**config.mk**
```make
export PLATFORM = sky130hd
export DESIGN_NAME = sta_adc_ctrl
export DESIGN_NICKNAME = d
export VERILOG_FILES = /design/src/verilog/sta_pkg.sv /design/src/verilog/sta_track.sv /design/src/verilog/sta_sar.sv /design/src/verilog/sta_adc_ctrl.sv
export SDC_FILE = /design/constraint.sdc
export NUM_CORES = 1
export LEC_CHECK = 0
export ABC_CLOCK_PERIOD_IN_PS = 2380
export BUFFER_PORTS_ARGS = -buffer_cell sky130_fd_sc_hd__buf_2
export CORE_ASPECT_RATIO = 1.4
export CORE_MARGIN = 2
export CORE_UTILIZATION = 35
export DETAILED_ROUTE_END_ITERATION = 7
export SLEW_MARGIN = 20
export SYNTH_ARGS = -nofsm -noshare
export SYNTH_HDL_FRONTEND = slang
export SYNTH_SLANG_ARGS = --single-unit
```
**constraint.sdc**
```tcl
create_clock -name pclk -period 2.38 [get_ports pclk]
set_input_delay 0.119 -clock pclk [delete_from_list [all_inputs] [get_ports pclk]]
set_output_delay 0.119 -clock pclk [all_outputs]
set_load 0.03 [all_outputs]
```
**src/verilog/sta_pkg.sv**
```systemverilog
package sta_pkg;

    // resolution and bus widths
    localparam int unsigned ADC_BITS_DEF = 12;
    localparam int unsigned APB_AW = 8;
    localparam int unsigned APB_DW = 32;

    // register offsets
    localparam logic [7:0] OFS_CTRL = 8'h00;
    localparam logic [7:0] OFS_STATUS = 8'h04;
    localparam logic [7:0] OFS_RESULT = 8'h08;
    localparam logic [7:0] OFS_IRQ_STAT = 8'h0C;
    localparam logic [7:0] OFS_IRQ_CLR = 8'h10;
    localparam logic [7:0] OFS_IRQ_EN = 8'h14;
    localparam logic [7:0] OFS_CMD = 8'h18;

    // control fields
    localparam int unsigned CTRL_EN_BIT = 0;
    localparam int unsigned CTRL_MODE_BIT = 1;

    // status fields
    localparam int unsigned STAT_BUSY_BIT = 0;
    localparam int unsigned STAT_READY_BIT = 1;
    localparam int unsigned STAT_LOCK_BIT = 2;
    localparam int unsigned STAT_MODE_BIT = 3;
    localparam int unsigned STAT_EN_BIT = 4;

    // event fields, shared by irq status, clear and enable
    localparam int unsigned EV_W = 3;
    localparam int unsigned EV_LOCK_BIT = 0;
    localparam int unsigned EV_READY_BIT = 1;
    localparam int unsigned EV_DONE_BIT = 2;

    // command fields
    localparam int unsigned CMD_START_BIT = 0;

    // reset values
    localparam logic CTRL_EN_RST = 1'h0;
    localparam logic CTRL_MODE_RST = 1'h0;
    localparam logic [EV_W-1:0] IRQ_EN_RST = 3'h0;

    typedef enum logic {
        STA_MODE_TRACK,
        STA_MODE_SAR
    } sta_mode_type;

    typedef enum logic {
        SAR_IDLE,
        SAR_RUN
    } sta_sar_state_type;

endpackage : sta_pkg

```
**src/verilog/sta_track.sv**
```systemverilog
`timescale 1ns/1ps
module sta_track #(
    parameter int unsigned RES = sta_pkg::ADC_BITS_DEF
) (
    input logic pclk,
    input logic presetn,
    input logic enable,
    input logic cmp_up,
    input logic cmp_dn,
    output logic [RES-1:0] code_nxt,
    output logic ready_nxt,
    output logic locked
);
    import sta_pkg::*;

    localparam logic [RES-1:0] CODE_MAX = '1;
    localparam logic [RES-1:0] CODE_MIN = '0;

    typedef struct packed {
        logic [RES-1:0] code;
        logic ready;
        logic locked;
    } sta_trk_type;

    sta_trk_type s_r;
    sta_trk_type s_nxt;

    always_comb begin
        s_nxt = s_r;
        s_nxt.ready = 1'b0;
        if (!enable) begin
            s_nxt = '0;
        end else if (!s_r.locked) begin
            // acquisition: climb until the dac reaches the input or full scale
            if (cmp_up && s_r.code != CODE_MAX) begin
                s_nxt.code = s_r.code + 1'b1;
            end else begin
                s_nxt.locked = 1'b1;
            end
        end else if (!cmp_up && !cmp_dn) begin
            s_nxt.ready = 1'b1;
        end else if (cmp_up) begin
            if (s_r.code != CODE_MAX) begin
                s_nxt.code = s_r.code + 1'b1;
            end
        end else begin
            if (s_r.code != CODE_MIN) begin
                s_nxt.code = s_r.code - 1'b1;
            end
        end
    end

    always_ff @(posedge pclk or negedge presetn) begin
        if (!presetn) begin
            s_r <= '0;
        end else begin
            s_r <= s_nxt;
        end
    end

    assign code_nxt = s_nxt.code;
    assign ready_nxt = s_nxt.ready;
    assign locked = s_r.locked;

endmodule : sta_track

```
**src/verilog/sta_sar.sv**
```systemverilog
`timescale 1ns/1ps
module sta_sar #(
    parameter int unsigned RES = sta_pkg::ADC_BITS_DEF
) (
    input logic pclk,
    input logic presetn,
    input logic start,
    input logic abort,
    input logic cmp_gt,
    output logic [RES-1:0] code_nxt,
    output logic busy_nxt,
    output logic done_nxt
);
    import sta_pkg::*;

    localparam logic [RES-1:0] MSB_ONE = {1'b1, {(RES-1){1'b0}}};

    typedef struct packed {
        sta_sar_state_type state;
        logic [RES-1:0] code;
        logic [RES-1:0] mask;
        logic done;
    } sta_sar_type;

    sta_sar_type s_r;
    sta_sar_type s_nxt;

    always_comb begin
        s_nxt = s_r;
        s_nxt.done = 1'b0;
        if (abort) begin
            s_nxt.state = SAR_IDLE;
            s_nxt.mask = '0;
        end else if (start) begin
            s_nxt.state = SAR_RUN;
            s_nxt.code = MSB_ONE;
            s_nxt.mask = MSB_ONE;
        end else begin
            case (s_r.state)
                SAR_IDLE: begin
                    s_nxt.mask = '0;
                end
                SAR_RUN: begin
                    // decide trial bit, raise the next one
                    s_nxt.code = (s_r.code & ~(s_r.mask & {RES{~cmp_gt}}))
                        | (s_r.mask >> 1);
                    s_nxt.mask = s_r.mask >> 1;
                    if (s_r.mask[0]) begin
                        s_nxt.state = SAR_IDLE;
                        s_nxt.done = 1'b1;
                    end
                end
                default: begin
                    s_nxt.state = SAR_IDLE;
                end
            endcase
        end
    end

    always_ff @(posedge pclk or negedge presetn) begin
        if (!presetn) begin
            s_r <= '0;
        end else begin
            s_r <= s_nxt;
        end
    end

    assign code_nxt = s_nxt.code;
    assign busy_nxt = (s_nxt.state == SAR_RUN);
    assign done_nxt = s_nxt.done;

endmodule : sta_sar

```
**src/verilog/sta_adc_ctrl.sv**
```systemverilog
`timescale 1ns/1ps
module sta_adc_ctrl #(
    parameter int unsigned RES = sta_pkg::ADC_BITS_DEF
) (
    input logic pclk,
    input logic presetn,
    input logic psel,
    input logic penable,
    input logic pwrite,
    input logic [sta_pkg::APB_AW-1:0] paddr,
    input logic [sta_pkg::APB_DW-1:0] pwdata,
    output logic [sta_pkg::APB_DW-1:0] prdata,
    output logic pready,
    output logic pslverr,
    input logic cmp_up,
    input logic cmp_dn,
    input logic cmp_gt,
    input logic start_n,
    output logic [RES-1:0] dac_code,
    output logic data_ready,
    output logic busy,
    output logic irq
);
    import sta_pkg::*;

    typedef struct packed {
        logic ctrl_en;
        sta_mode_type ctrl_mode;
        logic [EV_W-1:0] irq_en;
        logic [EV_W-1:0] irq_stat;
        logic [APB_DW-1:0] prdata;
        logic pready;
        logic pslverr;
        logic [RES-1:0] dac_code;
        logic data_ready;
        logic busy;
        logic irq;
        logic start_prev;
        logic lock_prev;
    } sta_top_type;

    sta_top_type s_r;
    sta_top_type s_nxt;

    logic [RES-1:0] trk_code_nxt;
    logic trk_ready_nxt;
    logic trk_locked;
    logic [RES-1:0] sar_code_nxt;
    logic sar_busy_nxt;
    logic sar_done_nxt;
    logic trk_enable;
    logic sar_active;
    logic sar_start;
    logic sar_abort;
    logic wr_fire;
    logic cmd_start;
    logic pin_start;
    logic [EV_W-1:0] ev;
    logic [EV_W-1:0] irq_clr;

    function automatic logic sta_addr_ok(input logic [APB_AW-1:0] a);
        sta_addr_ok = (a == OFS_CTRL) || (a == OFS_STATUS)
            || (a == OFS_RESULT) || (a == OFS_IRQ_STAT)
            || (a == OFS_IRQ_CLR) || (a == OFS_IRQ_EN)
            || (a == OFS_CMD);
    endfunction : sta_addr_ok

    function automatic logic [APB_DW-1:0] sta_rd_mux(
        input logic [APB_AW-1:0] a,
        input sta_top_type st,
        input logic locked
    );
        logic [APB_DW-1:0] d;
        d = '0;
        case (a)
            OFS_CTRL: begin
                d[CTRL_EN_BIT] = st.ctrl_en;
                d[CTRL_MODE_BIT] = (st.ctrl_mode == STA_MODE_SAR);
            end
            OFS_STATUS: begin
                d[STAT_BUSY_BIT] = st.busy;
                d[STAT_READY_BIT] = st.data_ready;
                d[STAT_LOCK_BIT] = locked;
                d[STAT_MODE_BIT] = (st.ctrl_mode == STA_MODE_SAR);
                d[STAT_EN_BIT] = st.ctrl_en;
            end
            OFS_RESULT: begin
                d[RES-1:0] = st.dac_code;
            end
            OFS_IRQ_STAT: begin
                d[EV_W-1:0] = st.irq_stat;
            end
            OFS_IRQ_EN: begin
                d[EV_W-1:0] = st.irq_en;
            end
            default: begin
                d = '0;
            end
        endcase
        sta_rd_mux = d;
    endfunction : sta_rd_mux

    // apb write lands at the access edge with pready high
    assign wr_fire = psel && penable && s_r.pready && pwrite
        && sta_addr_ok(paddr);
    assign cmd_start = wr_fire && (paddr == OFS_CMD)
        && pwdata[CMD_START_BIT];
    assign irq_clr = (wr_fire && paddr == OFS_IRQ_CLR) ?
        pwdata[EV_W-1:0] : '0;

    assign trk_enable = s_r.ctrl_en && (s_r.ctrl_mode == STA_MODE_TRACK);
    assign sar_active = s_r.ctrl_en && (s_r.ctrl_mode == STA_MODE_SAR);

    // low-going edge on the start pin
    assign pin_start = s_r.start_prev && !start_n;
    assign sar_start = sar_active && (pin_start || cmd_start);
    assign sar_abort = !sar_active;

    sta_track #(
        .RES(RES)
    ) u_track (
        .pclk(pclk),
        .presetn(presetn),
        .enable(trk_enable),
        .cmp_up(cmp_up),
        .cmp_dn(cmp_dn),
        .code_nxt(trk_code_nxt),
        .ready_nxt(trk_ready_nxt),
        .locked(trk_locked)
    );

    sta_sar #(
        .RES(RES)
    ) u_sar (
        .pclk(pclk),
        .presetn(presetn),
        .start(sar_start),
        .abort(sar_abort),
        .cmp_gt(cmp_gt),
        .code_nxt(sar_code_nxt),
        .busy_nxt(sar_busy_nxt),
        .done_nxt(sar_done_nxt)
    );

    // events: first lock, ready rising, conversion done
    always_comb begin
        ev = '0;
        ev[EV_LOCK_BIT] = trk_locked && !s_r.lock_prev;
        ev[EV_READY_BIT] = trk_enable && trk_ready_nxt && !s_r.data_ready;
        ev[EV_DONE_BIT] = sar_active && sar_done_nxt;
    end

    always_comb begin
        s_nxt = s_r;
        s_nxt.start_prev = start_n;
        s_nxt.lock_prev = trk_locked;

        // apb slave: answer in the first access cycle
        s_nxt.pready = psel && !penable;
        s_nxt.pslverr = psel && !penable && !sta_addr_ok(paddr);
        if (psel && !penable) begin
            s_nxt.prdata = pwrite ? '0 : sta_rd_mux(paddr, s_r, trk_locked);
        end

        if (wr_fire && paddr == OFS_CTRL) begin
            s_nxt.ctrl_en = pwdata[CTRL_EN_BIT];
            s_nxt.ctrl_mode = pwdata[CTRL_MODE_BIT] ?
                STA_MODE_SAR : STA_MODE_TRACK;
        end
        if (wr_fire && paddr == OFS_IRQ_EN) begin
            s_nxt.irq_en = pwdata[EV_W-1:0];
        end

        // a new event beats a clear in the same cycle
        s_nxt.irq_stat = (s_r.irq_stat & ~irq_clr) | ev;
        s_nxt.irq = |(s_nxt.irq_stat & s_nxt.irq_en);

        // dac code tracks the active engine's register exactly
        if (s_r.ctrl_mode == STA_MODE_SAR) begin
            s_nxt.dac_code = sar_code_nxt;
            s_nxt.data_ready = 1'b0;
            s_nxt.busy = sar_active && sar_busy_nxt;
        end else begin
            s_nxt.dac_code = trk_code_nxt;
            s_nxt.data_ready = trk_enable && trk_ready_nxt;
            s_nxt.busy = 1'b0;
        end
    end

    always_ff @(posedge pclk or negedge presetn) begin
        if (!presetn) begin
            s_r <= '0;
            s_r.ctrl_en <= CTRL_EN_RST;
            s_r.ctrl_mode <= sta_mode_type'(CTRL_MODE_RST);
            s_r.irq_en <= IRQ_EN_RST;
            s_r.start_prev <= 1'b1;
        end else begin
            s_r <= s_nxt;
        end
    end

    assign prdata = s_r.prdata;
    assign pready = s_r.pready;
    assign pslverr = s_r.pslverr;
    assign dac_code = s_r.dac_code;
    assign data_ready = s_r.data_ready;
    assign busy = s_r.busy;
    assign irq = s_r.irq;

endmodule : sta_adc_ctrl

```
-- Word-level counts from Yosys, hierarchy flattened
Cells that the tools add are included.
- multiplexer cells: 31
- equal/unequal tests: 7
- add/sub/neg operators: 2
- reductions and logical operators: 39
- bitwise operators: 11
- operators with widths (cell ; count):
    $mux 12 ; 9
    $mux 14 ; 2
    $mux 25 ; 1
    $and 12x12->12 ; 2
    $eq 8x5->1 const B ; 3
    $pmux 12 s2 ; 1
    $logic_and 1x1->1 ; 22
    $eq 8x4->1 const B ; 2
    $mux 13 ; 1
    $add 12x1->12 const B ; 1
    $ne 12x12->1 const B ; 1
    $not 12->12 ; 1
    $or 12x11->12 ; 1
    $reduce_bool 12->1 ; 1
    $sub 12x1->12 const B ; 1
    $mux 1 ; 11
    $pmux 2 s5 ; 1
    $eq 8x3->1 const B ; 1
    $logic_not 8->1 ; 1
    $logic_not 1->1 ; 7
    $logic_or 1x1->1 ; 7
    $mux 7 ; 1
    $and 3x3->3 ; 2
    $mux 3 ; 2
    other kinds (6) ; 8
- flip-flop bits (word level): 97
- input bits: 49
- logic and storage cells: 108
- output and inout port bits: 49

-- Longest topological paths before layout
Gate-level depths: netlist of run 1.
- depth in word-level cells: 18
- gate-level depth with buffers: 7
- mapped depth without buffers: 7

-- By module
Synthesis of run 1 repeated with hierarchy kept, for this count alone.
- cells, all modules: 423
- area total of the unflattened synthesis: 4405.5 um^2
- by module, submodules not included (module ; cells an instance ; times used ; seq. area each (um^2) ; area an instance (um^2)):
    sta_adc_ctrl ; 173 ; 1 ; 977.2 ; 2001.9
    sta_track ; 164 ; 1 ; 325.3 ; 1256.2
    sta_sar ; 86 ; 1 ; 625.6 ; 1147.4

-- Worst setup path before layout of run 1
Ideal clock, no wire load.
- kind: reg-to-reg
- start: register u_track.s_r[2] (netlist bit)
- end: register s_r, in the netlist dac_code[4]
- clock period less this slack: 2.421 ns
- setup slack: -0.041 ns
- cell stages (with the launch flop): 8
- data arrival time: 2.290 ns
- buffers on the path: 0
- required time: 2.249 ns
- library setup time: 0.131 ns
- cell sequence: dfrtp_1 inv_1 ha_1 or4b_4 or4_4 a211o_1 a32oi_1 o22ai_1
- RTL lines (item ; RTL line ; RTL):
    start: declaration ; sta_track.sv:25 ; sta_trk_type s_r;
    start signal: assignment ; sta_track.sv:57 ; s_r <= s_nxt;
    end signal: assignment ; sta_adc_ctrl.sv:198 ; s_r <= s_nxt;
    end: declaration ; sta_adc_ctrl.sv:42 ; sta_top_type s_r;

==> flow_summary.json, run 1 <==
{
  "grt_pass1_wl_um": 18600,
  "clock_skew_ns": 0.00584,
  "vias": 3622,
  "ys_warn_count": 0,
  "required_ns": 2.59,
  "finalCritPeriodShare": 0.989,
  "worstPathCellList": "inv_2 -> ha_4 -> or4b_4 -> nor4_4 -> buf_4 -> nor4_4 -> o311a_1 -> o21bai_1",
  "place_area_um2": 4720,
  "rr_worst_depth": 8,
  "place_ws_ns": -0.0337,
  "ys_types": 63,
  "setup_viol": 0,
  "status": "finished, final reports clean",
  "leakage_uw": 0.00248,
  "grt_start_max_net_pins": 78,
  "startpoint_type": "flop",
  "combinationalPowerShare": 0.053,
  "place_hpwl_um": 8500,
  "overflow": 0,
  "dpl.cell_count": 640,
  "fin_area_um2": 5150,
  "most-common-layout-cells": "dfrtp_1 (76), buf_2 (47), buf_4 (42)",
  "antennaDiodeCount": 0,
  "rsz0062_at_grt": "yes",
  "syn-cell-area_um2": 4330,
  "fmax_ghz": 0.425,
  "grt_pass1_vias": 3582,
  "async_flop_share": 1.00,
  "syn_avg_cell_area_um2": 9.56,
  "path_max_fanout": 4,
  "htree_num_levels": 3,
  "drv_cap": 0,
  "hold_path_depth": 3,
  "ios": 98,
  "vdd_ir_drop_max_mv": 0.299,
  "instances_no_fill": 659,
  "grt_use_total": 0.176,
  "routedWlPerCell_um": 17.5,
  "die_h_um": 136,
  "r2r_start": "u_track.s_r[3]",
  "seq_power_share": 0.429,
  "io_buffers": 48,
  "antenna_found_initial": 0,
  "drc": 0,
  "cp_slowest_cell": "or4b_4",
  "slew_violations": 0,
  "drt_wl_total_um": 11600,
  "criticalPathCategory": "reg2reg",
  "die_w_um": 98.0,
  "ys_ff_latch": 77,
  "min_period_ns": 2.35,
  "drt-vias-per-instance": 5.50,
  "holdPathEnd": "s_r[56]",
  "min_from": "pwdata[2]",
  "core.rowCount": 48,
  "postRouteAntennaNets": 0,
  "root_buffer": "clkbuf_16",
  "clk_pin_slew_ns": 0.06,
  "mostFrequentLayoutCell": "dfrtp_1",
  "die_area_um2": 13300,
  "tightest_slew_ns": 0.525,
  "tns_ns": 0,
  "clock_power_share": 0.518,
  "synthCells": 453,
  "syn_to_final_growth_pct": 18.9,
  "cts_made_buffers": 9,
  "start_util": 0.355,
  "synth_edf_count": 0,
  "switching_share": 0.208,
  "p_per_area_nw_per_um2": 596,
  "multi_input_area_um2": 2030,
  "clock_sinks": 77,
  "num-nets-final": 556,
  "final_layout_size_suffix_gt1_frac": 0.259,
  "r2r-end": "dac_code[5]",
  "fin_ws_ns": 0.0258,
  "ys_seq_area_frac": 0.445,
  "post-route-util": 0.422,
  "cts_tree": "built",
  "p_int_uw": 2430,
  "regArea_um2": 1930,
  "gp_congestion": 0.984,
  "cp-end-kind": "flop",
  "rrSetupSlack_ns": 0.03,
  "slew_headroom": 0.645,
  "hold_class": "in2reg",
  "drt_iter0_drc": 282,
  "cp_common_cell": "nor4_4",
  "firstDrtPassIters": 5,
  "synthFlopType": "dfrtp_1",
  "clk_path_buf_depth": 2,
  "fillers": 1203,
  "critPathMaxStageDelay_ns": 0.49,
  "clock_latency_ns": 0.33,
  "hold_viol_final": 0,
  "switchingPower_uw": 637,
  "crit_arrival_ns": 2.56,
  "core_area_um2": 12200
}
-- worst max-delay path, delay by kind of cell (launching register included) --
| family | cells | cell delay [ns] |
|---|---|---|
| compound gates | 2 | 0.61 |
| fa+ha+maj | 1 | 0.14 |
| simple gates | 3 | 0.81 |
| buf+inv | 2 | 0.28 |
| flops | 1 | 0.39 |
-- worst max path at each step --
stage,start,endpoint,slack [ns],depth (start not counted)
2_1_floorplan,u_track.s_r[3],dac_code[4],0.003,7
3_3_place_gp,u_track.s_r[2],dac_code[5],-0.01,7
3_5_place_dp,u_track.s_r[3],dac_code[4],-0.03,7
4_1_cts,u_track.s_r[3],dac_code[2],0.02,7
5_1_grt,u_track.s_r[3],dac_code[5],-0.07,8
6_report,u_track.s_r[3],dac_code[5],0.03,8
-- final cells by class --
cell class,count,share of cell area
Multi-Input combinational cell,309,0.395
Tap cell,150,0.0365
Inverter,15,0.0109
Sequential cell,77,0.375
Timing Repair Buffer,92,0.115
Clock inverter,4,0.0185
Clock buffer,12,0.0498
-- per-stage QoR --
| step | total power, uW | hold WS, ns |
|---|---|---|
| floorplan | 1450 | -0.177 |
| global placement | 1500 | 0.166 |
| detailed placement | 1500 | 0.174 |
| CTS | 3100 | 0.0298 |
| global route | 3180 | 0.0530 |
| finish | 3070 | 0.0412 |
-- flip-flops by register name, indices dropped and copies added, names as in the netlist --
register and cells:
u_track.locked 1, s_r 10, irq 1, u_sar.s_r 25, data_ready 1, dac_code 12
busy 1, prdata 12, pslverr 1, u_track.s_r 12, pready 1
-- kinds of logic after synthesis --
group           count (synthesis)  synth area share
compound gates                103             0.176
xor+xnor                        1           0.00202
fa+ha+maj                       3           0.00867
buf+inv                        86             0.114
flops                          77             0.445
mux                            15            0.0358
other cells                     1          0.000866
simple gates                  167             0.218
-- power by group through the flow --
stage / logic, uW / registers, uW / clock network [uW]
final: 164 / 1320 / 1590
after global routing: 180 / 1310 / 1680
after CTS: 163 / 1320 / 1630
after detailed placement: 160 / 1340 / 0
after global placement: 158 / 1340 / 0
after floorplan: 109 / 1340 / 0
-- synthesized netlist by cell type (all sizes together), types with 5 or more instances --
library cell | number | area share
nor2 | 28 | 0.024
nor3 | 10 | 0.012
nand4 | 8 | 0.012
dfrtp | 76 | 0.44
nor2b | 8 | 0.012
and3 | 11 | 0.016
o21bai | 5 | 0.0087
a22o | 8 | 0.016
and4 | 5 | 0.010
clkbuf | 24 | 0.021
mux2i | 11 | 0.025
nand3 | 12 | 0.014
a21oi | 10 | 0.012
o21ai | 13 | 0.015
nand2b | 6 | 0.0087
a31oi | 6 | 0.0087
o31ai | 7 | 0.012
nand2 | 32 | 0.028
inv | 15 | 0.013
buf | 47 | 0.080
a22oi | 14 | 0.024
and2 | 19 | 0.027
nor4 | 7 | 0.014
o22ai | 6 | 0.0087
-- metal layers --
| metal | GRT usage | up-vias | share of wire | wire length (um) |
|---|---|---|---|---|
| met2 | 0.320 | 154 | 0.52 | 6030 |
| met1 | 0.205 | 1747 | 0.40 | 4570 |
| met3 | 0.0248 | 34 | 0.051 | 589 |
| met5 | 0 | - | 0 | 0 |
| li1 | - | 1687 | - | - |
| met4 | 0.0795 | 0 | 0.032 | 369 |
-- what timing repair did --
| action | CTS | global route |
|---|---|---|
| gates cloned | 0 | 0 |
| buffers inserted | 0 | 1 |
| endpoints found under the setup margin | 3 | 5 |
| pin swaps | 1 | 5 |
| hold endpoints to repair | 77 | 0 |
| gates resized for setup | 3 | 5 |
| hold buffers | 2 | 0 |
Power figures use the tool's default switching activity.
==> inputs of run 2 (changes only) <==
- CTS_BUF_LIST: not set -> sky130_fd_sc_hd__clkbuf_8 sky130_fd_sc_hd__clkbuf_16
==> run 2 against run 1 <==
Against the previous run:
- worst hold slack is essentially flat
- combinational power is essentially flat
- largest power group unchanged
- global-route usage is the same
- critical path depth is the same
==> flow_summary.json, run 2 (synthesized netlist as in run 1, its figures left out) <==
{
  "status": "finished, final reports clean",
  "ios": 98,
  "drv_cap": 0,
  "drt_iter0_drc": 240,
  "grt_use_total": 0.176,
  "die_w_um": 98.0,
  "leakage_uw": 0.00248,
  "p_per_area_nw_per_um2": 596,
  "dpl.cell_count": 640,
  "antennaDiodeCount": 0,
  "rsz0062_at_grt": "yes",
  "htree_num_levels": 3,
  "die_area_um2": 13300,
  "die_h_um": 136,
  "setup_viol": 0,
  "vdd_ir_drop_max_mv": 0.299,
  "core_area_um2": 12200,
  "cp_slowest_cell": "or4b_4",
  "syn_to_final_growth_pct": 18.9,
  "cp-end-kind": "flop",
  "root_buffer": "clkbuf_16",
  "cts_tree": "built",
  "min_period_ns": 2.35,
  "criticalPathCategory": "reg2reg",
  "cp_common_cell": "nor4_4",
  "start_util": 0.355,
  "drc": 0,
  "slew_headroom": 0.644,
  "clk_pin_slew_ns": 0.06,
  "drt-vias-per-instance": 5.51,
  "grt_pass1_vias": 3582,
  "gp_congestion": 0.984,
  "drt_wl_total_um": 11600,
  "finalCritPeriodShare": 0.988,
  "grt_start_max_net_pins": 78,
  "fmax_ghz": 0.425,
  "num-nets-final": 556,
  "hold_viol_final": 0,
  "cts_made_buffers": 9,
  "grt_pass1_wl_um": 18600,
  "most-common-layout-cells": "dfrtp_1 (76), buf_2 (47), buf_4 (42)",
  "regMostFlops": "u_sar.s_r",
  "io_buffers": 48,
  "path_max_fanout": 4,
  "place_hpwl_um": 8500,
  "tightest_slew_ns": 0.527,
  "antenna_found_initial": 0,
  "hold_slack_ns": 0.0411,
  "clock_skew_ns": 0.00560,
  "worstPathCellList": "inv_2 -> ha_4 -> or4b_4 -> nor4_4 -> buf_4 -> nor4_4 -> o311a_1 -> o21bai_1",
  "crit_arrival_ns": 2.56,
  "firstDrtPassIters": 4,
  "hold_class": "in2reg",
  "routedWlPerCell_um": 17.5,
  "clock_latency_ns": 0.33,
  "slew_violations": 0,
  "tns_ns": 0,
  "largest_reg_flops": 25,
  "clock_sinks": 77,
  "postRouteAntennaNets": 0,
  "required_ns": 2.59,
  "instances_no_fill": 659,
  "critPathMaxStageDelay_ns": 0.49,
  "core.rowCount": 48,
  "startpoint_type": "flop",
  "overflow": 0,
  "final_layout_size_suffix_gt1_frac": 0.259,
  "mostFrequentLayoutCell": "dfrtp_1",
  "clk_path_buf_depth": 2,
  "vias": 3631,
  "post-route-util": 0.422
}
run 2: per-layer routing:
| metal | track usage | part of all wire | up-vias |
|---|---|---|---|
| met5 | 0 | 0 | - |
| met4 | 0.0795 | 0.029 | 0 |
| met3 | 0.0248 | 0.047 | 23 |
| met2 | 0.320 | 0.52 | 146 |
| met1 | 0.205 | 0.40 | 1772 |
| li1 | - | - | 1690 |
run 2: layout make-up:
cell class	instances	area, um^2
flip-flops and latches	77	1930
clock buffers	11	253
multi-input cells	309	2030
repair buffers	92	591
inverters	15	56.3
fillers	1203	7040
clock inverters	5	98.8
well taps	150	188
run 2: power by group:
group	switching, uW	internal, uW
Clock	511	1080
Combinational	126	38.2
Sequential	1.62	1310
run 2: repair_timing:
item,4_1_cts,5_1_grt
hold endpoints to repair,77,0
cloned,0,0
setup endpoints to repair,3,5
gates resized for setup,3,5
setup buffers,0,1
hold buffers,2,0
pin swaps,1,5
run 2: worst paths after layout:
path / startpoint / endpoint / slack, ns / cells after the start
worst max-delay path: u_track.s_r[3] / dac_code[5] / 0.03 / 8
worst min-delay path: pwdata[2] / s_r[56] / 0.04 / 3
worst max register to register: u_track.s_r[3] / dac_code[5] / 0.03 / 8
worst min register to register: prdata[1] / prdata[1] / 0.47 / 2
max in group asynchronous: presetn / s_r[1] / 1.68 / 3
min in group asynchronous: presetn / pslverr / 0.33 / 3
run 2: through the flow:
stage          worst slack [ns]  power (uW)  cell area (um^2)
2_1_floorplan           0.00279        1450              4400
3_3_place_gp            -0.0106        1500              4720
3_5_place_dp            -0.0337        1500              4720
4_1_cts                  0.0172        3100              5110
5_1_grt                 -0.0651        3170              5150
6_report                 0.0292        3070              5150
run 2: worst max-delay path, delay by kind of cell (launching register included):
kind	cells	cell delay, ns
and+or+nand+nor	3	0.81
buffers and inverters	2	0.28
DFF	1	0.39
adders and majority gates	1	0.14
AOI/OAI and AO/OA	2	0.61
